==> config.mk <==
export PLATFORM = sky130hd
export DESIGN_NAME = sps_top
export DESIGN_NICKNAME = d
export VERILOG_FILES = /design/src/sps_pkg.sv /design/src/sps_sync.sv /design/src/sps_top.sv
export VERILOG_INCLUDE_DIRS = /design/src
export SDC_FILE = /design/constraint.sdc
export NUM_CORES = 1
export LEC_CHECK = 0
export BUFFER_PORTS_ARGS = -buffer_cell sky130_fd_sc_hd__buf_4
export CAP_MARGIN = 20
export CORE_ASPECT_RATIO = 0.9
export CORE_UTILIZATION = 51
export DETAILED_ROUTE_END_ITERATION = 10
export PLACE_DENSITY = 0.89
export SYNTH_ARGS = -nofsm -noshare
export SYNTH_HDL_FRONTEND = slang
export SYNTH_SLANG_ARGS = --single-unit
export TNS_END_PERCENT = 1
==> constraint.sdc <==
create_clock -name clk -period 3.3 [get_ports clk]
set_input_delay 0.495 -clock clk [delete_from_list [all_inputs] [get_ports clk]]
set_output_delay 0.495 -clock clk [all_outputs]
set_load 0.1 [all_outputs]
==> src/sps_regs.svh <==
// register map, field positions, reset values and timing counts of the serial port
`ifndef SPS_REGS_SVH
`define SPS_REGS_SVH

// byte offsets on the register bus, one aligned word each
`define SPS_OFF_CTRL1      5'h00
`define SPS_OFF_CTRL2      5'h04
`define SPS_OFF_BAUD       5'h08
`define SPS_OFF_STATUS     5'h0c
`define SPS_OFF_DATA       5'h10

// control 1 fields
`define SPS_C1_ENABLE      6
`define SPS_C1_MASTER      4
`define SPS_C1_CPOL        3
`define SPS_C1_CPHA        2
`define SPS_C1_SEL_OUT     1
`define SPS_C1_LOW_FIRST   0
`define SPS_C1_MASK        8'h5f

// control 2 fields
`define SPS_C2_FAULT_EN    4
`define SPS_C2_SW_OE       3
`define SPS_C2_SW_SEL      0
`define SPS_C2_MASK        8'h19

// baud fields
`define SPS_BD_PRE_HI      6
`define SPS_BD_PRE_LO      4
`define SPS_BD_RATE_HI     2
`define SPS_BD_RATE_LO     0
`define SPS_BD_MASK        8'h77

// status fields
`define SPS_ST_RX_FULL     7
`define SPS_ST_TX_EMPTY    5
`define SPS_ST_FAULT       4

// reset values
`define SPS_RST_CTRL1      8'h04
`define SPS_RST_CTRL2      8'h00
`define SPS_RST_BAUD       8'h00

// last edge index and last sample index within a byte
`define SPS_EDGES_LAST     4'hf
`define SPS_BITS_LAST      3'h7

`endif

==> src/sps_pkg.sv <==
// types shared by the serial port design files
`default_nettype none
package sps_pkg;

  // master sequencer states
  typedef enum logic [1:0] {
    SPS_IDLE = 2'b00,
    SPS_RUN  = 2'b01,
    SPS_GAP  = 2'b10
  } sps_state_t;

  // one pad as seen from the port: own means the port controls it
  typedef struct packed {
    logic own;
    logic o;
    logic oe;
  } sps_pin_t;

  // raw pin levels travelling through the synchroniser
  typedef struct packed {
    logic sck;
    logic mosi;
    logic miso;
    logic ss;
  } sps_pads_t;

endpackage
`default_nettype wire

==> src/sps_sync.sv <==
// two flip-flop synchroniser for pin levels
`default_nettype none
module sps_sync
  import sps_pkg::*;
#(
  parameter int W = 4
) (
  input  wire logic         clk,
  input  wire logic         sys_rst,
  input  wire logic [W-1:0] din,
  output var  logic [W-1:0] dout
);

  logic [W-1:0] meta;

  // first stage feeds only the second stage
  always_ff @(posedge clk) begin
    if (sys_rst) begin
      meta <= '0;
      dout <= '0;
    end else begin
      meta <= din;
      dout <= meta;
    end
  end

endmodule
`default_nettype wire

==> src/sps_top.sv <==
// byte-wide synchronous serial port, master or slave, behind a wishbone slave
// Behaviour
// RQ1 - only a master starts transfers; a slave shifts on the master's clock only
// RQ2 - master shifts out and in at once, exchanging shift register contents
// RQ3 - the far master holds select low for the slave to take part
// RQ4 - written byte waits in transmit buffer until the next transfer starts
// RQ5 - a completed byte moves into a separate receive buffer for reading
// RQ6 - master drives clock, sends on master-out, samples master-in
// RQ7 - slave takes clock pin, sends on master-in, samples master-out
// RQ8 - prescale field divides the bus clock by field plus one
// RQ9 - rate field divides further by two up to 256
// RQ10 - with enable clear, the port releases all four pins
// RQ11 - single-wire master uses master-out pin, direction from output enable
// RQ12 - single-wire slave uses master-in pin, direction from output enable
// RQ13 - enabled slave always treats select pin as active-low input
// RQ14 - master with fault detect off releases select pin
// RQ15 - master with fault detect: fault input, or automatic select output
// RQ16 - any sleep level disables the port
// RQ17 - deep sleep levels leave every register at reset values
// RQ18 - light sleep freezes state and resumes from it
// RQ19 - five byte-wide registers: two controls, baud, status, data
// RQ20 - clearing enable aborts transfer, empties buffers, sets transmit-empty
// RQ21 - clock polarity picks the idle level of the serial clock
// RQ22 - clock phase puts the first edge mid-bit or at bit start
// RQ23 - bit order control picks msb first or lsb first
// RQ24 - automatic select is low during each byte, high between; here it stays low between bytes when the next byte is already waiting
// RQ25 - low fault input while master ends master mode and flags fault
//
// The implementer's own choices: the address map and the Wishbone register port.
`include "sps_regs.svh"
`default_nettype none
module sps_top
  import sps_pkg::*;
(
  input  wire logic       clk,
  input  wire logic       sys_rst,
  input  wire logic       deep_sleep,
  input  wire logic       light_sleep,
  input  wire logic       wb_cyc,
  input  wire logic       wb_stb,
  input  wire logic       wb_we,
  input  wire logic [4:0] wb_adr,
  input  wire logic [3:0] wb_sel,
  input  wire logic [31:0] wb_dat_w,
  output var  logic [31:0] wb_dat_r,
  output var  logic       wb_ack,
  input  wire sps_pads_t  pad_in,
  output var  sps_pin_t   serial_clock_pin,
  output var  sps_pin_t   mosi_pin,
  output var  sps_pin_t   miso_pin,
  output var  sps_pin_t   select_pin
);

  logic       rst;
  logic       run;
  sps_pads_t  pads;
  logic [7:0] ctrl1;
  logic [7:0] ctrl2;
  logic [7:0] baud;
  logic [7:0] tx_buf;
  logic [7:0] rx_buf;
  logic       tx_empty;
  logic       rx_full;
  logic       fault;
  sps_state_t state;
  logic [3:0] edge_cnt;
  logic [10:0] div_cnt;
  logic [10:0] half_m1;
  logic       sck_int;
  logic [7:0] tx_sh;
  logic [7:0] rx_sh;
  logic [2:0] bit_cnt;
  logic       sck_d;
  logic       ss_d;
  logic       req;
  logic       wr;
  logic       rd;
  logic       en;
  logic       master;
  logic       cpol;
  logic       cpha;
  logic       lsbf;
  logic       sw_sel;
  logic       tick;
  logic       ev;
  logic       lead;
  logic       sample;
  logic       shift;
  logic       in_bit;
  logic       out_bit;
  logic       done_ev;
  logic       m_start;
  logic       s_load;
  logic       load_ev;
  logic       fault_ev;
  logic [7:0] next_rx;

  // deep sleep powers the port down: treated as reset everywhere except the pin synchroniser
  assign rst = sys_rst | deep_sleep; // [RQ17]
  // light sleep stops the port clock, so nothing but the pin synchroniser, the pad release and the bus ack and read data moves while it lasts
  assign run = ~light_sleep; // [RQ18]

  sps_sync #(
    .W ($bits(sps_pads_t))
  ) u_sync (
    .clk     (clk),
    .sys_rst (sys_rst),
    .din     (pad_in),
    .dout    (pads)
  );

  // field decode
  assign en     = ctrl1[`SPS_C1_ENABLE];
  assign master = ctrl1[`SPS_C1_MASTER];
  assign cpol   = ctrl1[`SPS_C1_CPOL];
  assign cpha   = ctrl1[`SPS_C1_CPHA];
  assign lsbf   = ctrl1[`SPS_C1_LOW_FIRST];
  assign sw_sel = ctrl2[`SPS_C2_SW_SEL];

  // bus strobes, taken once per request while ack is low
  assign req = wb_cyc & wb_stb & ~wb_ack & run;
  assign wr  = req & wb_we & wb_sel[0];
  assign rd  = req & ~wb_we;

  // register bus: every access is acked one cycle after it is seen
  always_ff @(posedge clk) begin
    if (rst) begin
      wb_ack   <= 1'b0;
      wb_dat_r <= 32'h0;
    end else begin
      wb_ack   <= req;
      wb_dat_r <= 32'h0;
      if (rd) begin // [RQ19]
        case (wb_adr)
          `SPS_OFF_CTRL1:  wb_dat_r <= {24'h0, ctrl1};
          `SPS_OFF_CTRL2:  wb_dat_r <= {24'h0, ctrl2};
          `SPS_OFF_BAUD:   wb_dat_r <= {24'h0, baud};
          `SPS_OFF_STATUS: wb_dat_r <= {24'h0, rx_full, 1'b0, tx_empty, fault, 4'h0};
          `SPS_OFF_DATA:   wb_dat_r <= {24'h0, rx_buf};
          default:         wb_dat_r <= 32'h0;
        endcase
      end
    end
  end

  // configuration; a mode fault knocks the port out of master mode
  always_ff @(posedge clk) begin
    if (rst) begin
      ctrl1 <= `SPS_RST_CTRL1;
      ctrl2 <= `SPS_RST_CTRL2;
      baud  <= `SPS_RST_BAUD;
    end else if (run) begin
      if (wr && wb_adr == `SPS_OFF_CTRL1) begin
        ctrl1 <= wb_dat_w[7:0] & `SPS_C1_MASK;
      end
      if (wr && wb_adr == `SPS_OFF_CTRL2) begin
        ctrl2 <= wb_dat_w[7:0] & `SPS_C2_MASK;
      end
      if (wr && wb_adr == `SPS_OFF_BAUD) begin
        baud <= wb_dat_w[7:0] & `SPS_BD_MASK;
      end
      if (fault_ev) begin
        ctrl1[`SPS_C1_MASTER] <= 1'b0; // [RQ25]
      end
    end
  end

  // half bit period in bus clocks: (prescale + 1) * 2^rate
  assign half_m1 = ((11'(baud[`SPS_BD_PRE_HI:`SPS_BD_PRE_LO]) + 11'h1)
                    << baud[`SPS_BD_RATE_HI:`SPS_BD_RATE_LO]) - 11'h1; // [RQ8] [RQ9]
  assign tick    = (state != SPS_IDLE) && (div_cnt == half_m1);

  // fault input sampled only as master with detect on and select output off
  assign fault_ev = en & master & ctrl2[`SPS_C2_FAULT_EN] & ~ctrl1[`SPS_C1_SEL_OUT] & ~pads.ss; // [RQ15]
  assign m_start  = en & master & (state == SPS_IDLE) & ~tx_empty & ~fault_ev; // [RQ1] [RQ4]
  assign s_load   = en & ~master & ~pads.ss & (ss_d | done_ev); // [RQ13]
  assign load_ev  = m_start | s_load;

  // shift events from the internal clock as master, from the pin as slave
  assign ev   = master ? (tick && state == SPS_RUN)
                       : (en && ~pads.ss && pads.sck != sck_d); // [RQ3] [RQ7]
  assign lead = master ? (sck_int == cpol) : (sck_d == cpol); // [RQ21]
  // phase 0 samples on leading edges, phase 1 on trailing
  assign sample = ev & (lead ^ cpha); // [RQ22]
  assign shift  = ev & ~(lead ^ cpha) & (bit_cnt != 3'h0);
  assign done_ev = sample & (bit_cnt == `SPS_BITS_LAST);

  // data line choice per mode; single-wire shares one pin both ways
  always_comb begin
    if (master) begin
      in_bit = sw_sel ? pads.mosi : pads.miso; // [RQ6] [RQ11]
    end else begin
      in_bit = sw_sel ? pads.miso : pads.mosi; // [RQ7] [RQ12]
    end
  end
  assign out_bit = lsbf ? tx_sh[0] : tx_sh[7]; // [RQ23]
  assign next_rx = lsbf ? {in_bit, rx_sh[7:1]} : {rx_sh[6:0], in_bit}; // [RQ23]

  // buffers and flags; a hardware set wins over a software clear
  always_ff @(posedge clk) begin
    if (rst) begin
      tx_buf   <= 8'h0;
      rx_buf   <= 8'h0;
      tx_empty <= 1'b1;
      rx_full  <= 1'b0;
      fault    <= 1'b0;
    end else if (run) begin
      if (!en) begin
        tx_empty <= 1'b1; // [RQ20]
        rx_full  <= 1'b0;
      end else begin
        if (wr && wb_adr == `SPS_OFF_DATA) begin
          tx_buf   <= wb_dat_w[7:0];
          tx_empty <= 1'b0;
        end
        if (load_ev) begin
          tx_empty <= 1'b1; // [RQ4]
        end
        if (rd && wb_adr == `SPS_OFF_DATA) begin
          rx_full <= 1'b0;
        end
        if (done_ev) begin
          rx_buf  <= next_rx; // [RQ5]
          rx_full <= 1'b1;
        end
      end
      // fault clears on a write to control 1 unless it is raised again
      if (wr && wb_adr == `SPS_OFF_CTRL1) begin
        fault <= 1'b0;
      end
      if (fault_ev) begin
        fault <= 1'b1; // [RQ25]
      end
    end
  end

  // master sequencer: 16 clock edges per byte, one idle half bit after
  always_ff @(posedge clk) begin
    if (rst) begin
      state    <= SPS_IDLE;
      edge_cnt <= 4'h0;
      div_cnt  <= 11'h0;
      sck_int  <= 1'b0;
    end else if (run) begin
      div_cnt <= tick ? 11'h0 : div_cnt + 11'h1;
      if (!en || !master || fault_ev) begin
        state    <= SPS_IDLE; // [RQ20] [RQ25]
        edge_cnt <= 4'h0;
        div_cnt  <= 11'h0;
        sck_int  <= cpol;
      end else begin
        case (state)
          SPS_IDLE: begin
            div_cnt <= 11'h0;
            sck_int <= cpol; // [RQ21]
            if (m_start) begin
              state    <= SPS_RUN;
              edge_cnt <= 4'h0;
            end
          end
          SPS_RUN: begin
            if (tick) begin
              sck_int  <= ~sck_int; // [RQ2]
              edge_cnt <= edge_cnt + 4'h1;
              if (edge_cnt == `SPS_EDGES_LAST) begin
                state <= SPS_GAP;
              end
            end
          end
          SPS_GAP: begin
            if (tick) begin
              state <= SPS_IDLE;
            end
          end
          default: state <= SPS_IDLE;
        endcase
      end
    end
  end

  // shared shifter, driven by either clock source
  always_ff @(posedge clk) begin
    if (rst) begin
      tx_sh   <= 8'h0;
      rx_sh   <= 8'h0;
      bit_cnt <= 3'h0;
      sck_d   <= 1'b0;
      ss_d    <= 1'b1;
    end else if (run) begin
      sck_d <= pads.sck;
      ss_d  <= pads.ss;
      if (!en || (!master && pads.ss) || fault_ev) begin
        bit_cnt <= 3'h0; // [RQ20] [RQ13]
        rx_sh   <= 8'h0;
      end else begin
        if (sample) begin
          rx_sh   <= next_rx; // [RQ2]
          bit_cnt <= bit_cnt + 3'h1;
        end
        if (shift) begin
          tx_sh <= lsbf ? {1'b0, tx_sh[7:1]} : {tx_sh[6:0], 1'b0};
        end
        if (load_ev) begin
          tx_sh <= tx_buf; // [RQ4]
        end
      end
    end
  end

  // pad control, registered; sleep or disable releases every pad
  always_ff @(posedge clk) begin
    if (rst) begin
      serial_clock_pin <= '0;
      mosi_pin         <= '0;
      miso_pin         <= '0;
      select_pin       <= '0;
    end else begin
      serial_clock_pin <= '0;
      mosi_pin         <= '0;
      miso_pin         <= '0;
      select_pin       <= '0;
      if (en && run) begin // [RQ10] [RQ16]
        if (master) begin
          serial_clock_pin <= '{own: 1'b1, o: sck_int, oe: 1'b1}; // [RQ6]
          mosi_pin <= '{own: 1'b1, o: out_bit, oe: ~sw_sel | ctrl2[`SPS_C2_SW_OE]}; // [RQ11]
          miso_pin <= '{own: ~sw_sel, o: 1'b0, oe: 1'b0}; // [RQ11]
          if (ctrl2[`SPS_C2_FAULT_EN]) begin // [RQ14]
            // select is low from transfer start until the gap ends
            select_pin <= '{own: 1'b1, o: (state == SPS_IDLE) && !m_start,
                            oe: ctrl1[`SPS_C1_SEL_OUT]}; // [RQ15] [RQ24]
          end
        end else begin
          serial_clock_pin <= '{own: 1'b1, o: 1'b0, oe: 1'b0}; // [RQ7]
          select_pin       <= '{own: 1'b1, o: 1'b0, oe: 1'b0}; // [RQ13]
          mosi_pin         <= '{own: ~sw_sel, o: 1'b0, oe: 1'b0}; // [RQ12]
          // drive only while selected, so several slaves can share the line
          miso_pin <= '{own: 1'b1, o: out_bit,
                        oe: ~pads.ss & (~sw_sel | ctrl2[`SPS_C2_SW_OE])}; // [RQ7] [RQ12]
        end
      end
    end
  end
endmodule
`default_nettype wire

==> results by group, run 1 <==
Timing
  • Fin crit period: between 3 and 4 ns
  • Worst-margin pin slew: 1.05 ns
  • Slew Limit Fails: 0
  • Fin. Hold Viols: 0
  • RSZ-0062 raised after global routing: true
  • Fmax: between 300 and 400 MHz
  • Final setup vio count: 0
  • Post-route worst setup slack: around 0.013 ns
  • Rel. slew slack: 0.301
  • Final Cycle Share: 0.996
  • Fin Hold WS: around 0.35 ns
  • Clock skew: between 0.01 and 0.015 ns

Yosys
  • Number of synthesized flops with an enable pin: 0
  • Async set-or-reset flop fraction in the synthesized netlist: 0
  • Post-synthesis cell type count: 72
  • Sequential share of the synthesized area: 0.378
  • Average size of a mapped cell: between 8 and 9 um2
  • Cell taking the most area after synthesis: dfxtp_1
  • Synth Cell Area: 5400 um2
  • Post-synth top flop: dfxtp_1
  • Synth top area cells: dfxtp_1, mux2i_1, nor2_1
  • Yosys top cell area share: 0.378
  • Yosys reg bits: 102
  • Warnings, synthesis: 0
  • Synth top cells by count: dfxtp_1, nor2_1, nand2_1, mux2i_1, a21oi_1
  • Mapped Cells: ~640
  • Most frequent cell after synthesis: dfxtp_1

Die
  • Row Count: 35
  • Top-Level Pins: just under 100
  • Core Region: a little over 10000 um2
  • Starting density of the core: 0.527
  • Die area: around 11000 um2
  • Die width: about 110 um
  • Die height: 99.6 um

Detailed routing
  • Average wire per standard cell: ~18 um
  • Routed vias: around 5000
  • Routed WL: between 10 and 15 mm
  • Antenna viol nets, final: 0
  • First-iteration detailed-routing DRC count: 564
  • Drt first pass iters: 5
  • Max Used Layer: met4
  • Met2 WL post-DR: 7.13 mm
  • DR vias/cell: about 6
  • WL met1: between 6 and 7 mm
  • Residual DRC: 0
  • Wire length on met3: around 1.1 mm

GRT
  • Global-route wire length before repair: about 23 mm
  • Vias in the first global route: 4719
  • Total global-route track usage: 0.263
  • Largest net degree at the start of global routing: between 40 and 50
  • GRT overflow: 0
  • Initial antenna violation count: 0

Setup path
  • Beginning of the worst register-to-register path: baud[4]
  • Reg2reg end: rx_buf[0]
  • Reg2reg path depth: 13
  • Critical Path Sink: rx_buf[0]
  • CP Capture Type: flip-flop
  • Data arrival, critical path: between 3 and 4 ns
  • Crit path launch type: flip-flop
  • Worst EP required: 3.55 ns
  • WS Path Type: reg -> reg
  • CP max FO: 7
  • Setup slack, reg-to-reg: between 0.01 and 0.015 ns
  • Critical path origin: baud[4]

Placement
  • I/O Buffers: 45
  • Post-DP HPWL: a little over 10 mm
  • Dpl ws: -0.0777 ns
  • Placer Congestion: approximately 0.94

Clock tree
  • Cts bufs inserted: 9
  • Later-pin clock latency in the skew report: approximately 0.36 ns
  • H-tree lvl count: 3
  • Clock buffer depth: 2
  • CTS Hold Bufs: 0
  • Clk sinks: between 100 and 150
  • Clock root buffer: clkbuf_16
  • CTS tree: done
  • Clock-pin transition on the worst setup and hold timing paths: around 0.080 ns

Cells and area
  • Final net count: 764
  • Fillcell total: approximately 800
  • Ant diodes: 0
  • Syn-to-layout area delta: 19.6%
  • Share of layout cells above drive strength 1: 0.211

Min path
  • Hold Path Class: in -> reg

Flow run
  • Max-cap violation count: 0

Outcome
  • Status: complete, no violations

Pwr
  • Total chip power: around 0.0026 W
  • Leakage: about 2.5 nW
  • Pwr dens: between 300 and 400 nW/um2
  • VDD IR max: ~0.34 mV
-- repair_timing --
action | in CTS | in global routing
pin swaps | 1 | 4
setup endpoints to repair | 25 | 39
endpoints found under the hold margin | 0 | 0
setup buffers | 0 | 2
gates cloned | 0 | 2
gates resized for setup | 6 | 29
-- cell families after synthesis --
kind of cell               Yosys count  synth area share
muxes                               46            0.0878
and+or+nand+nor                    235             0.221
buffers and inverters               77            0.0725
adders and majority gates            7            0.0162
AOI/OAI and AO/OA                  154             0.198
DFF                                102             0.378
other                                1          0.000695
xor gates and xnor gates            15            0.0257
-- layer usage --
metal,up-vias,global-route usage
li1,2382,-
met1,2382,0.334
met2,231,0.440
met3,46,0.0536
met4,0,0.102
met5,-,0
-- where the power goes --
part	total [W]	internal (W)	leakage [nW]	switching (W)
Sequential	0.00124	0.00123	0.826	0.00000264
Combinational	0.000206	0.0000345	1.55	0.000171
Clock	0.00112	0.000555	0.155	0.000561
Total	0.00256	0.00182	2.53	0.000735
-- per-stage QoR --
step / cells / area [um2] / util / setup TNS, ns
after floorplan: 660 / 5490 / - / 0
after global placement: 819 / 5990 / 0.585 / -0.348
after detailed placement: 819 / 5990 / 0.585 / -0.624
after CTS: 835 / 6320 / 0.616 / -0.00000355
after global routing: 839 / 6460 / 0.630 / -0.419
final: 839 / 6460 / 0.630 / 0
-- layout by cell type (no fill, tap or decap), types with 13 or more instances in the layout --
cell / instances
nand2_1: 58
nor2b_1: 15
a31oi_1: 13
buf_4: 89
dfxtp_1: 97
o21ai_0: 26
inv_1: 18
mux2i_1: 44
and3_1: 14
conb_1: 24
nand2b_1: 13
nand3_1: 13
a21oi_1: 32
nor2_1: 67
-- worst min-delay path by stage --
| stage | startpoint | end | slack, ns | depth (start not counted) |
|---|---|---|---|---|
| after floorplan | u_sync.meta[0] | u_sync.dout[0] | 0.41 | 1 |
| after global routing | pad_in[0] | u_sync.meta[0] | 0.37 | 2 |
| after CTS | pad_in[2] | u_sync.meta[2] | 0.35 | 2 |
| after global placement | u_sync.meta[0] | u_sync.dout[0] | 0.42 | 1 |
| after detailed placement | u_sync.meta[3] | u_sync.dout[3] | 0.42 | 1 |
| final | pad_in[2] | u_sync.meta[2] | 0.35 | 2 |
-- state kept, by name, summed over array words and instances, names as in the netlist, 4 cells and up --
name and count:
div_cnt 11, rx_buf 8, rx_sh 8, tx_buf 8
tx_sh 8, wb_dat_r 8, baud 6, ctrl1 6
edge_cnt 4, u_sync.dout 4, u_sync.meta 4
-- worst max-delay path, cell delays in order, from the launching register on --
cell and delay, ns:
dfxtp_2 0.34, ha_4 0.25, or4b_4 0.50, a32oi_4 0.29
buf_6 0.14, o21ai_2 0.05, or3b_4 0.39, a22oi_4 0.29
buf_4 0.18, a41oi_4 0.11, buf_6 0.17, o21ai_1 0.21
o31ai_1 0.10, and2_1 0.16
-- cell type report --
type | count | area (um2) | share of cell area
well taps | 129 | 161 | 0.0250
clock inverters | 7 | 91.3 | 0.0141
inverters | 18 | 67.6 | 0.0105
clock buffers | 9 | 225 | 0.0349
multi-input cells | 481 | 3160 | 0.489
flip-flops and latches | 102 | 2050 | 0.317
repair buffers | 93 | 707 | 0.109
(Power assumes the default switching activity.)
==> run 2: changes to the inputs <==
- BUFFER_PORTS_ARGS: -buffer_cell sky130_fd_sc_hd__buf_4 -> -buffer_cell sky130_fd_sc_hd__buf_2
- CTS_CLUSTER_DIAMETER: default -> 120
- GPL_TIMING_DRIVEN: default -> 0
==> run 2 against run 1 <==
Compared with the run above: sequential power about the same; wire length fell by 1.7%; non-clock buffer count increased by 26; utilization up 0.35 points; register-to-register slack is essentially flat; die area unchanged; critical path depth decreased by 1; global-route usage is 0.25 points lower; critical endpoint is now edge_cnt[0]; highest routed layer unchanged.
==> results by group, run 2 (same netlist as run 1, synthesis figures left out) <==
Outcome
  • Status: complete, no violations

Timing
  • Post-route worst setup slack: 0.0228 ns (+0.00974 ns)
  • Worst-margin pin slew: 0.973 ns (-0.0762 ns)
  • RSZ-0062 raised after global routing: true
  • Final setup vio count: 0 (unchanged)
  • Fin crit period: 3.28 ns (-0.00974 ns)
  • Rel. slew slack: 0.345 (+0.0440)
  • Setup TNS: 0 ns (unchanged)
  • Fmax: 305 MHz (+0.30%)
  • Slew Limit Fails: 0 (unchanged)
  • Fin. Hold Viols: 0 (unchanged)
  • Clock skew: 0.0129 ns (+0.00123 ns)
  • Final Cycle Share: 0.993 (-0.00295)

Setup path
  • Worst Path Buf+Inv: 2 (-1)
  • Worst EP required: 3.58 ns (+0.03 ns)
  • CP Capture Type: flip-flop
  • CP max FO: 5 (-2)
  • Reg2reg end: edge_cnt[0]
  • Beginning of the worst register-to-register path: baud[5]
  • Crit-path cells: ha_4, or4b_4, a32oi_4, buf_6, o21ai_2, or3b_4, a22oi_4, and3_4, buf_8, nand3_4, or3_1, a21oi_1
  • Setup slack, reg-to-reg: 0.02 ns (about the same)
  • CP max stage cell: or4b_4
  • Largest stage delay on the critical path: 0.50 ns (about the same)
  • Cell family with most CP delay: simple AND/OR/NAND/NOR gates
  • WS Path Type: reg -> reg
  • Reg2reg path depth: 12 (-1)
  • Crit path launch type: flip-flop
  • Data arrival, critical path: 3.55 ns (about the same)

Detailed routing
  • Drt first pass iters: 7 (+2)
  • DR vias/cell: 6.02 (+0.19%)
  • Antenna viol nets, final: 0 (unchanged)
  • First-iteration detailed-routing DRC count: 583 (+3.4%)
  • Routed WL: 14.7 mm (-1.7%)
  • Residual DRC: 0 (unchanged)
  • Routed vias: 5213 (+3.4%)
  • Average wire per standard cell: 17.0 um (-4.8%)

Die
  • Row Count: 35 (unchanged)
  • Die area: 11000 um2 (unchanged)
  • Die width: 110 um (unchanged)
  • Top-Level Pins: 97 (unchanged)
  • Die height: 99.6 um (unchanged)
  • Starting density of the core: 0.527 (unchanged)
  • Core Region: 10200 um2 (unchanged)

Clock tree
  • Clk sinks: 102 (unchanged)
  • Cts bufs inserted: 9 (unchanged)
  • Clock-pin transition on the worst setup and hold timing paths: 0.08 ns (about the same)
  • Clock buffer depth: 2 (unchanged)
  • CTS tree: done
  • Clock root buffer: clkbuf_16
  • Later-pin clock latency in the skew report: 0.36 ns (about the same)
  • H-tree lvl count: 3 (unchanged)

Pwr
  • Leakage: 2.59 nW (+2.4%)
  • VDD IR max: 0.415 mV (+23%)
  • Pwr dens: 387 nW/um2 (-2.2%)

GRT
  • Largest net degree at the start of global routing: 20 (-57%)
  • Initial antenna violation count: 1 (+1)
  • GRT overflow: 0 (unchanged)
  • Total global-route track usage: 0.260 (-0.00249)
  • Global-route wire length before repair: 22.9 mm (-2.0%)
  • Vias in the first global route: 4604 (-2.4%)

Cells and area
  • Final net count: 790 (+3.4%)
  • Final instance area: 6490 um2 (+0.56%)
  • Fillcell total: 818 (+2.6%)
  • Syn-to-layout area delta: 20.3%
  • Most frequent cells in the layout: dfxtp_1, nor2_1, nand2_1
  • Share of layout cells above drive strength 1: 0.212 (+0.000689)
  • Largest register FFs: 11 (unchanged)
  • Biggest register: div_cnt
  • Commonest non-fill, non-tap cell in the layout: dfxtp_1
  • Final std cells w/o fill: 866 (+3.2%)

Placement
  • DP Area: 5870 um2 (-2.0%)
  • Dpl ws: -0.444 ns (-0.366 ns)
  • Post-DP HPWL: 10.2 mm (-1.8%)
  • Placer Congestion: 0.947 (+1.1%)
  • Placed cells: 834 (+1.8%)
  • I/O Buffers: 45 (unchanged)

Flow run
  • Max-cap violation count: 0 (unchanged)

Min path
  • Hold Crit Start: pad_in[3]
  • Worst hold stages: 2 (unchanged)
  • Hold Path Class: in -> reg
  • Worst Hold Endpoint: u_sync.meta[3]
[run 2: where the power goes]
| group | switching [W] | total, W | internal (W) |
|---|---|---|---|
| Sequential | 0.00000288 | 0.00124 | 0.00123 |
| Combinational | 0.000176 | 0.000224 | 0.0000473 |
| Clock | 0.000503 | 0.00106 | 0.000553 |
| Total | 0.000682 | 0.00252 | 0.00183 |
[run 2: area by class of cell]
type | count | area [um2] | share of cell area
Antenna cell | 1 | 2.50 | 0.000385
Clock buffer | 10 | 239 | 0.0368
Buffer | 58 | 344 | 0.0530
Inverter | 18 | 67.6 | 0.0104
Sequential cell | 102 | 2050 | 0.316
Tap cell | 129 | 161 | 0.0249
Clock inverter | 6 | 57.6 | 0.00886
Timing Repair Buffer | 61 | 363 | 0.0559
Multi-Input combinational cell | 481 | 3210 | 0.494
[run 2: per-layer routing]
| metal | part of all wire | wire, um | GRT usage | vias up |
|---|---|---|---|---|
| met1 | 0.41 | 6010 | 0.331 | 2429 |
| li1 | - | - | - | 2430 |
| met2 | 0.47 | 6860 | 0.437 | 303 |
| met4 | 0.024 | 351 | 0.0923 | 0 |
| met3 | 0.10 | 1470 | 0.0567 | 51 |
| met5 | 0 | 0 | 0 | - |
[run 2: how the worst max path moves through the flow]
stage / startpoint / end / slack, ns / depth (start not counted)
5_1_grt: baud[2] / edge_cnt[0] / -0.06 / 14
3_5_place_dp: baud[5] / rx_sh[4] / -0.44 / 12
3_3_place_gp: baud[5] / tx_sh[3] / -0.46 / 12
2_1_floorplan: baud[5] / rx_sh[1] / 0.15 / 11
6_report: baud[5] / edge_cnt[0] / 0.02 / 12
4_1_cts: baud[4] / edge_cnt[0] / 0.02 / 12
[run 2: repair_timing]
| action | CTS | global route |
|---|---|---|
| hold endpoints to repair | 0 | 0 |
| gates resized for setup | 26 | 28 |
| pin swaps | 4 | 17 |
| buffers inserted | 5 | 10 |
| endpoints found under the setup margin | 46 | 39 |
| hold buffers | 0 | 0 |
| cloned | 0 | 1 |
[run 2: stage by stage]
| stage | hold slack, ns | util | power (W) |
|---|---|---|---|
| after floorplan | 0.414 | - | 0.00145 |
| after global placement | 0.418 | 0.573 | 0.00148 |
| after detailed placement | 0.420 | 0.573 | 0.00149 |
| after CTS | 0.345 | 0.615 | 0.00252 |
| after global routing | 0.350 | 0.634 | 0.00258 |
| final | 0.347 | 0.634 | 0.00252 |
[run 2: worst register-to-register path, delay by kind of cell, from the launching register on]
| family | cells | cell delay [ns] |
|---|---|---|
| buffers and inverters | 2 | 0.27 |
| flip-flops | 1 | 0.36 |
| adder cells (fa/ha/maj) | 1 | 0.25 |
| AO/OA/AOI/OAI | 4 | 0.71 |
| AND/OR/NAND/NOR | 5 | 1.59 |
==> run 3: changes to the inputs <==
- MAX_ROUTING_LAYER: default -> met4
==> run 3 against run 2 <==
Compared with the run above: worst hold slack improved by 0.0020 ns; cell area decreased by 1.1%; clock skew down 0.0019 ns; combinational power barely moved; largest power group unchanged; highest routed layer unchanged.
==> results by group, run 3 (same netlist as run 1, synthesis figures left out) <==
Outcome
  • Status: complete, no violations

Detailed routing
  • Routed WL: 14.7 mm (unchanged)
  • Routed vias: 5098 (-2.2%)
  • Residual DRC: 0 (unchanged)
  • Antenna viol nets, final: 0 (unchanged)
  • Average wire per standard cell: 17.1 um (+0.58%)
  • First-iteration detailed-routing DRC count: 776 (+33%)
  • Drt first pass iters: 8 (+1)
  • DR vias/cell: 5.92 (-1.6%)

Placement
  • DP Area: 5870 um2 (unchanged)
  • I/O Buffers: 45 (unchanged)
  • Dpl ws: -0.510 ns (-0.0667 ns)
  • Placer Congestion: 0.960 (+1.3%)
  • Post-DP HPWL: 10.1 mm (-0.43%)

Timing
  • RSZ-0062 raised after global routing: true
  • Fin crit period: 3.29 ns (+0.0111 ns)
  • Worst-margin pin slew: 0.918 ns (-0.0548 ns)
  • Fin. Hold Viols: 0 (unchanged)
  • Slew Limit Fails: 0 (unchanged)
  • Clock skew: 0.0110 ns (-0.00192 ns)
  • Fin Hold WS: 0.349 ns (+0.00197 ns)
  • Final Cycle Share: 0.996 (+0.00335)
  • Fmax: 304 MHz (-0.34%)
  • Final setup vio count: 0 (unchanged)
  • Setup TNS: 0 ns (unchanged)
  • Rel. slew slack: 0.382 (+0.0369)
  • Post-route worst setup slack: 0.0117 ns (-0.0111 ns)

Clock tree
  • Clock buffer depth: 2 (unchanged)
  • Clock root buffer: clkbuf_16
  • Later-pin clock latency in the skew report: 0.36 ns (about the same)
  • H-tree lvl count: 3 (unchanged)
  • Clock-pin transition on the worst setup and hold timing paths: 0.07 ns (about the same)
  • Clk sinks: 102 (unchanged)
  • CTS Hold Bufs: 0 (unchanged)
  • CTS tree: done
  • Cts bufs inserted: 9 (unchanged)

GRT
  • Global-route wire length before repair: 23.3 mm (+2.0%)
  • Largest net degree at the start of global routing: 18 (-10%)
  • Initial antenna violation count: 0 (-1)
  • Total global-route track usage: 0.275 (+0.0150)
  • Vias in the first global route: 4639 (+0.76%)
  • GRT overflow: 0 (unchanged)

Die
  • Top-Level Pins: 97 (unchanged)
  • Die height: 99.6 um (unchanged)
  • Die width: 110 um (unchanged)
  • Die area: 11000 um2 (unchanged)
  • Starting density of the core: 0.527 (unchanged)
  • Core Region: 10200 um2 (unchanged)
  • Row Count: 35 (unchanged)

Setup path
  • Crit path launch type: flip-flop
  • Worst Path Buf+Inv: 2 (unchanged)
  • Crit-path cells: ha_4, or4b_4, a32oi_2, buf_4, o21ai_1, or3b_4, a22oi_4, and3_4, buf_8, nand3_2, or3_4, a21oi_2
  • Data arrival, critical path: 3.57 ns (+0.02 ns)
  • CP max FO: 9 (+4)
  • WS Path Type: reg -> reg
  • Cell family with most CP delay: simple AND/OR/NAND/NOR gates
  • CP Capture Type: flip-flop
  • CP max stage cell: or4b_4
  • Worst EP required: 3.59 ns (about the same)
  • Setup slack, reg-to-reg: 0.01 ns (about the same)
  • Largest stage delay on the critical path: 0.48 ns (-0.02 ns)

Pwr
  • Pwr dens: 394 nW/um2 (+1.7%)
  • Int Power: 0.00187 W (+2.0%)
  • Leakage: 2.58 nW (-0.51%)
  • Combinational Power Share: 0.089 (about the same)
  • Flop pwr share: 0.489 (-0.002)
  • Net Switching: 0.000658 W (-3.5%)
  • VDD IR max: 0.396 mV (-4.6%)
  • Sw Ratio: 0.260 (-0.0109)
  • Clock power frac: 0.422 (+0.002)

Cells and area
  • Share of layout cells above drive strength 1: 0.199 (-0.0125)
  • Ant diodes: 0 (-1)
  • Biggest register: div_cnt
  • Final net count: 787 (-0.38%)
  • Most frequent cells in the layout: dfxtp_1, nor2_1, nand2_1
  • Largest register FFs: 11 (unchanged)
  • Commonest non-fill, non-tap cell in the layout: dfxtp_1
  • Syn-to-layout area delta: 19.0%
  • Final instance area: 6420 um2 (-1.1%)

Flow run
  • Max-cap violation count: 0 (unchanged)

Min path
  • Hold Path Class: in -> reg
run 3: cell count changes in the layout (fill, tap and decap cells not counted), sizes merged:
cell / change
buf: -3
bufinv: +1
clkbuf: -1
clkinv: +1
diode: -1
inv: -2
run 3: worst register-to-register path: stages, from the launching register on:
cell and delay, ns:
dfxtp_4 0.36, ha_4 0.25, or4b_4 0.49, a32oi_2 0.25, buf_4 0.16, o21ai_1 0.07, or3b_4 0.39, a22oi_4 0.28
and3_4 0.24, buf_8 0.14, nand3_2 0.11, or3_4 0.36, a21oi_2 0.11
run 3: repair_timing:
item,CTS,global route
setup endpoints to repair,46,36
pin swaps,9,8
setup buffers,6,6
hold endpoints to repair,0,0
gates resized for setup,33,17
run 3: final timing paths:
| check | startpoint | endpoint | cells past startpoint |
|---|---|---|---|
| worst min register to register | u_sync.meta[3] | u_sync.dout[3] | 1 |
| worst min-delay path | pad_in[3] | u_sync.meta[3] | 2 |
| worst max-delay path | baud[5] | edge_cnt[0] | 12 |
| worst max register to register | baud[5] | edge_cnt[0] | 12 |
run 3: final cells by class:
cell class | instances | area (um2)
Buffer | 59 | 364
Multi-Input combinational cell | 481 | 3170
Clock buffer | 9 | 225
Sequential cell | 102 | 2050
Tap cell | 129 | 161
Fill cell | 872 | 3820
Inverter | 18 | 67.6
Timing Repair Buffer | 57 | 315
Clock inverter | 6 | 66.3
run 3: stage by stage:
step / util / instances / power [W]
final: 0.627 / 861 / 0.00253
after global placement: 0.573 / 834 / 0.00148
after CTS: 0.619 / 855 / 0.00254
after detailed placement: 0.573 / 834 / 0.00149
after floorplan: - / 660 / 0.00145
after global routing: 0.627 / 861 / 0.00260
run 3: power groups by stage:
| stage | combinational (W) | sequential (W) | clock, W |
|---|---|---|---|
| after detailed placement | 0.000220 | 0.00127 | 0 |
| final | 0.000225 | 0.00124 | 0.00107 |
| after global routing | 0.000234 | 0.00124 | 0.00113 |
| after global placement | 0.000218 | 0.00127 | 0 |
| after CTS | 0.000221 | 0.00124 | 0.00108 |
| after floorplan | 0.000181 | 0.00127 | 0 |
run 3: metal layers:
metal	global-route usage	up-vias	wire length, um
met2	0.434	284	6790
met3	0.0615	39	1240
li1	-	2427	-
met5	-	-	0
met4	0.0872	0	352
met1	0.352	2348	6310
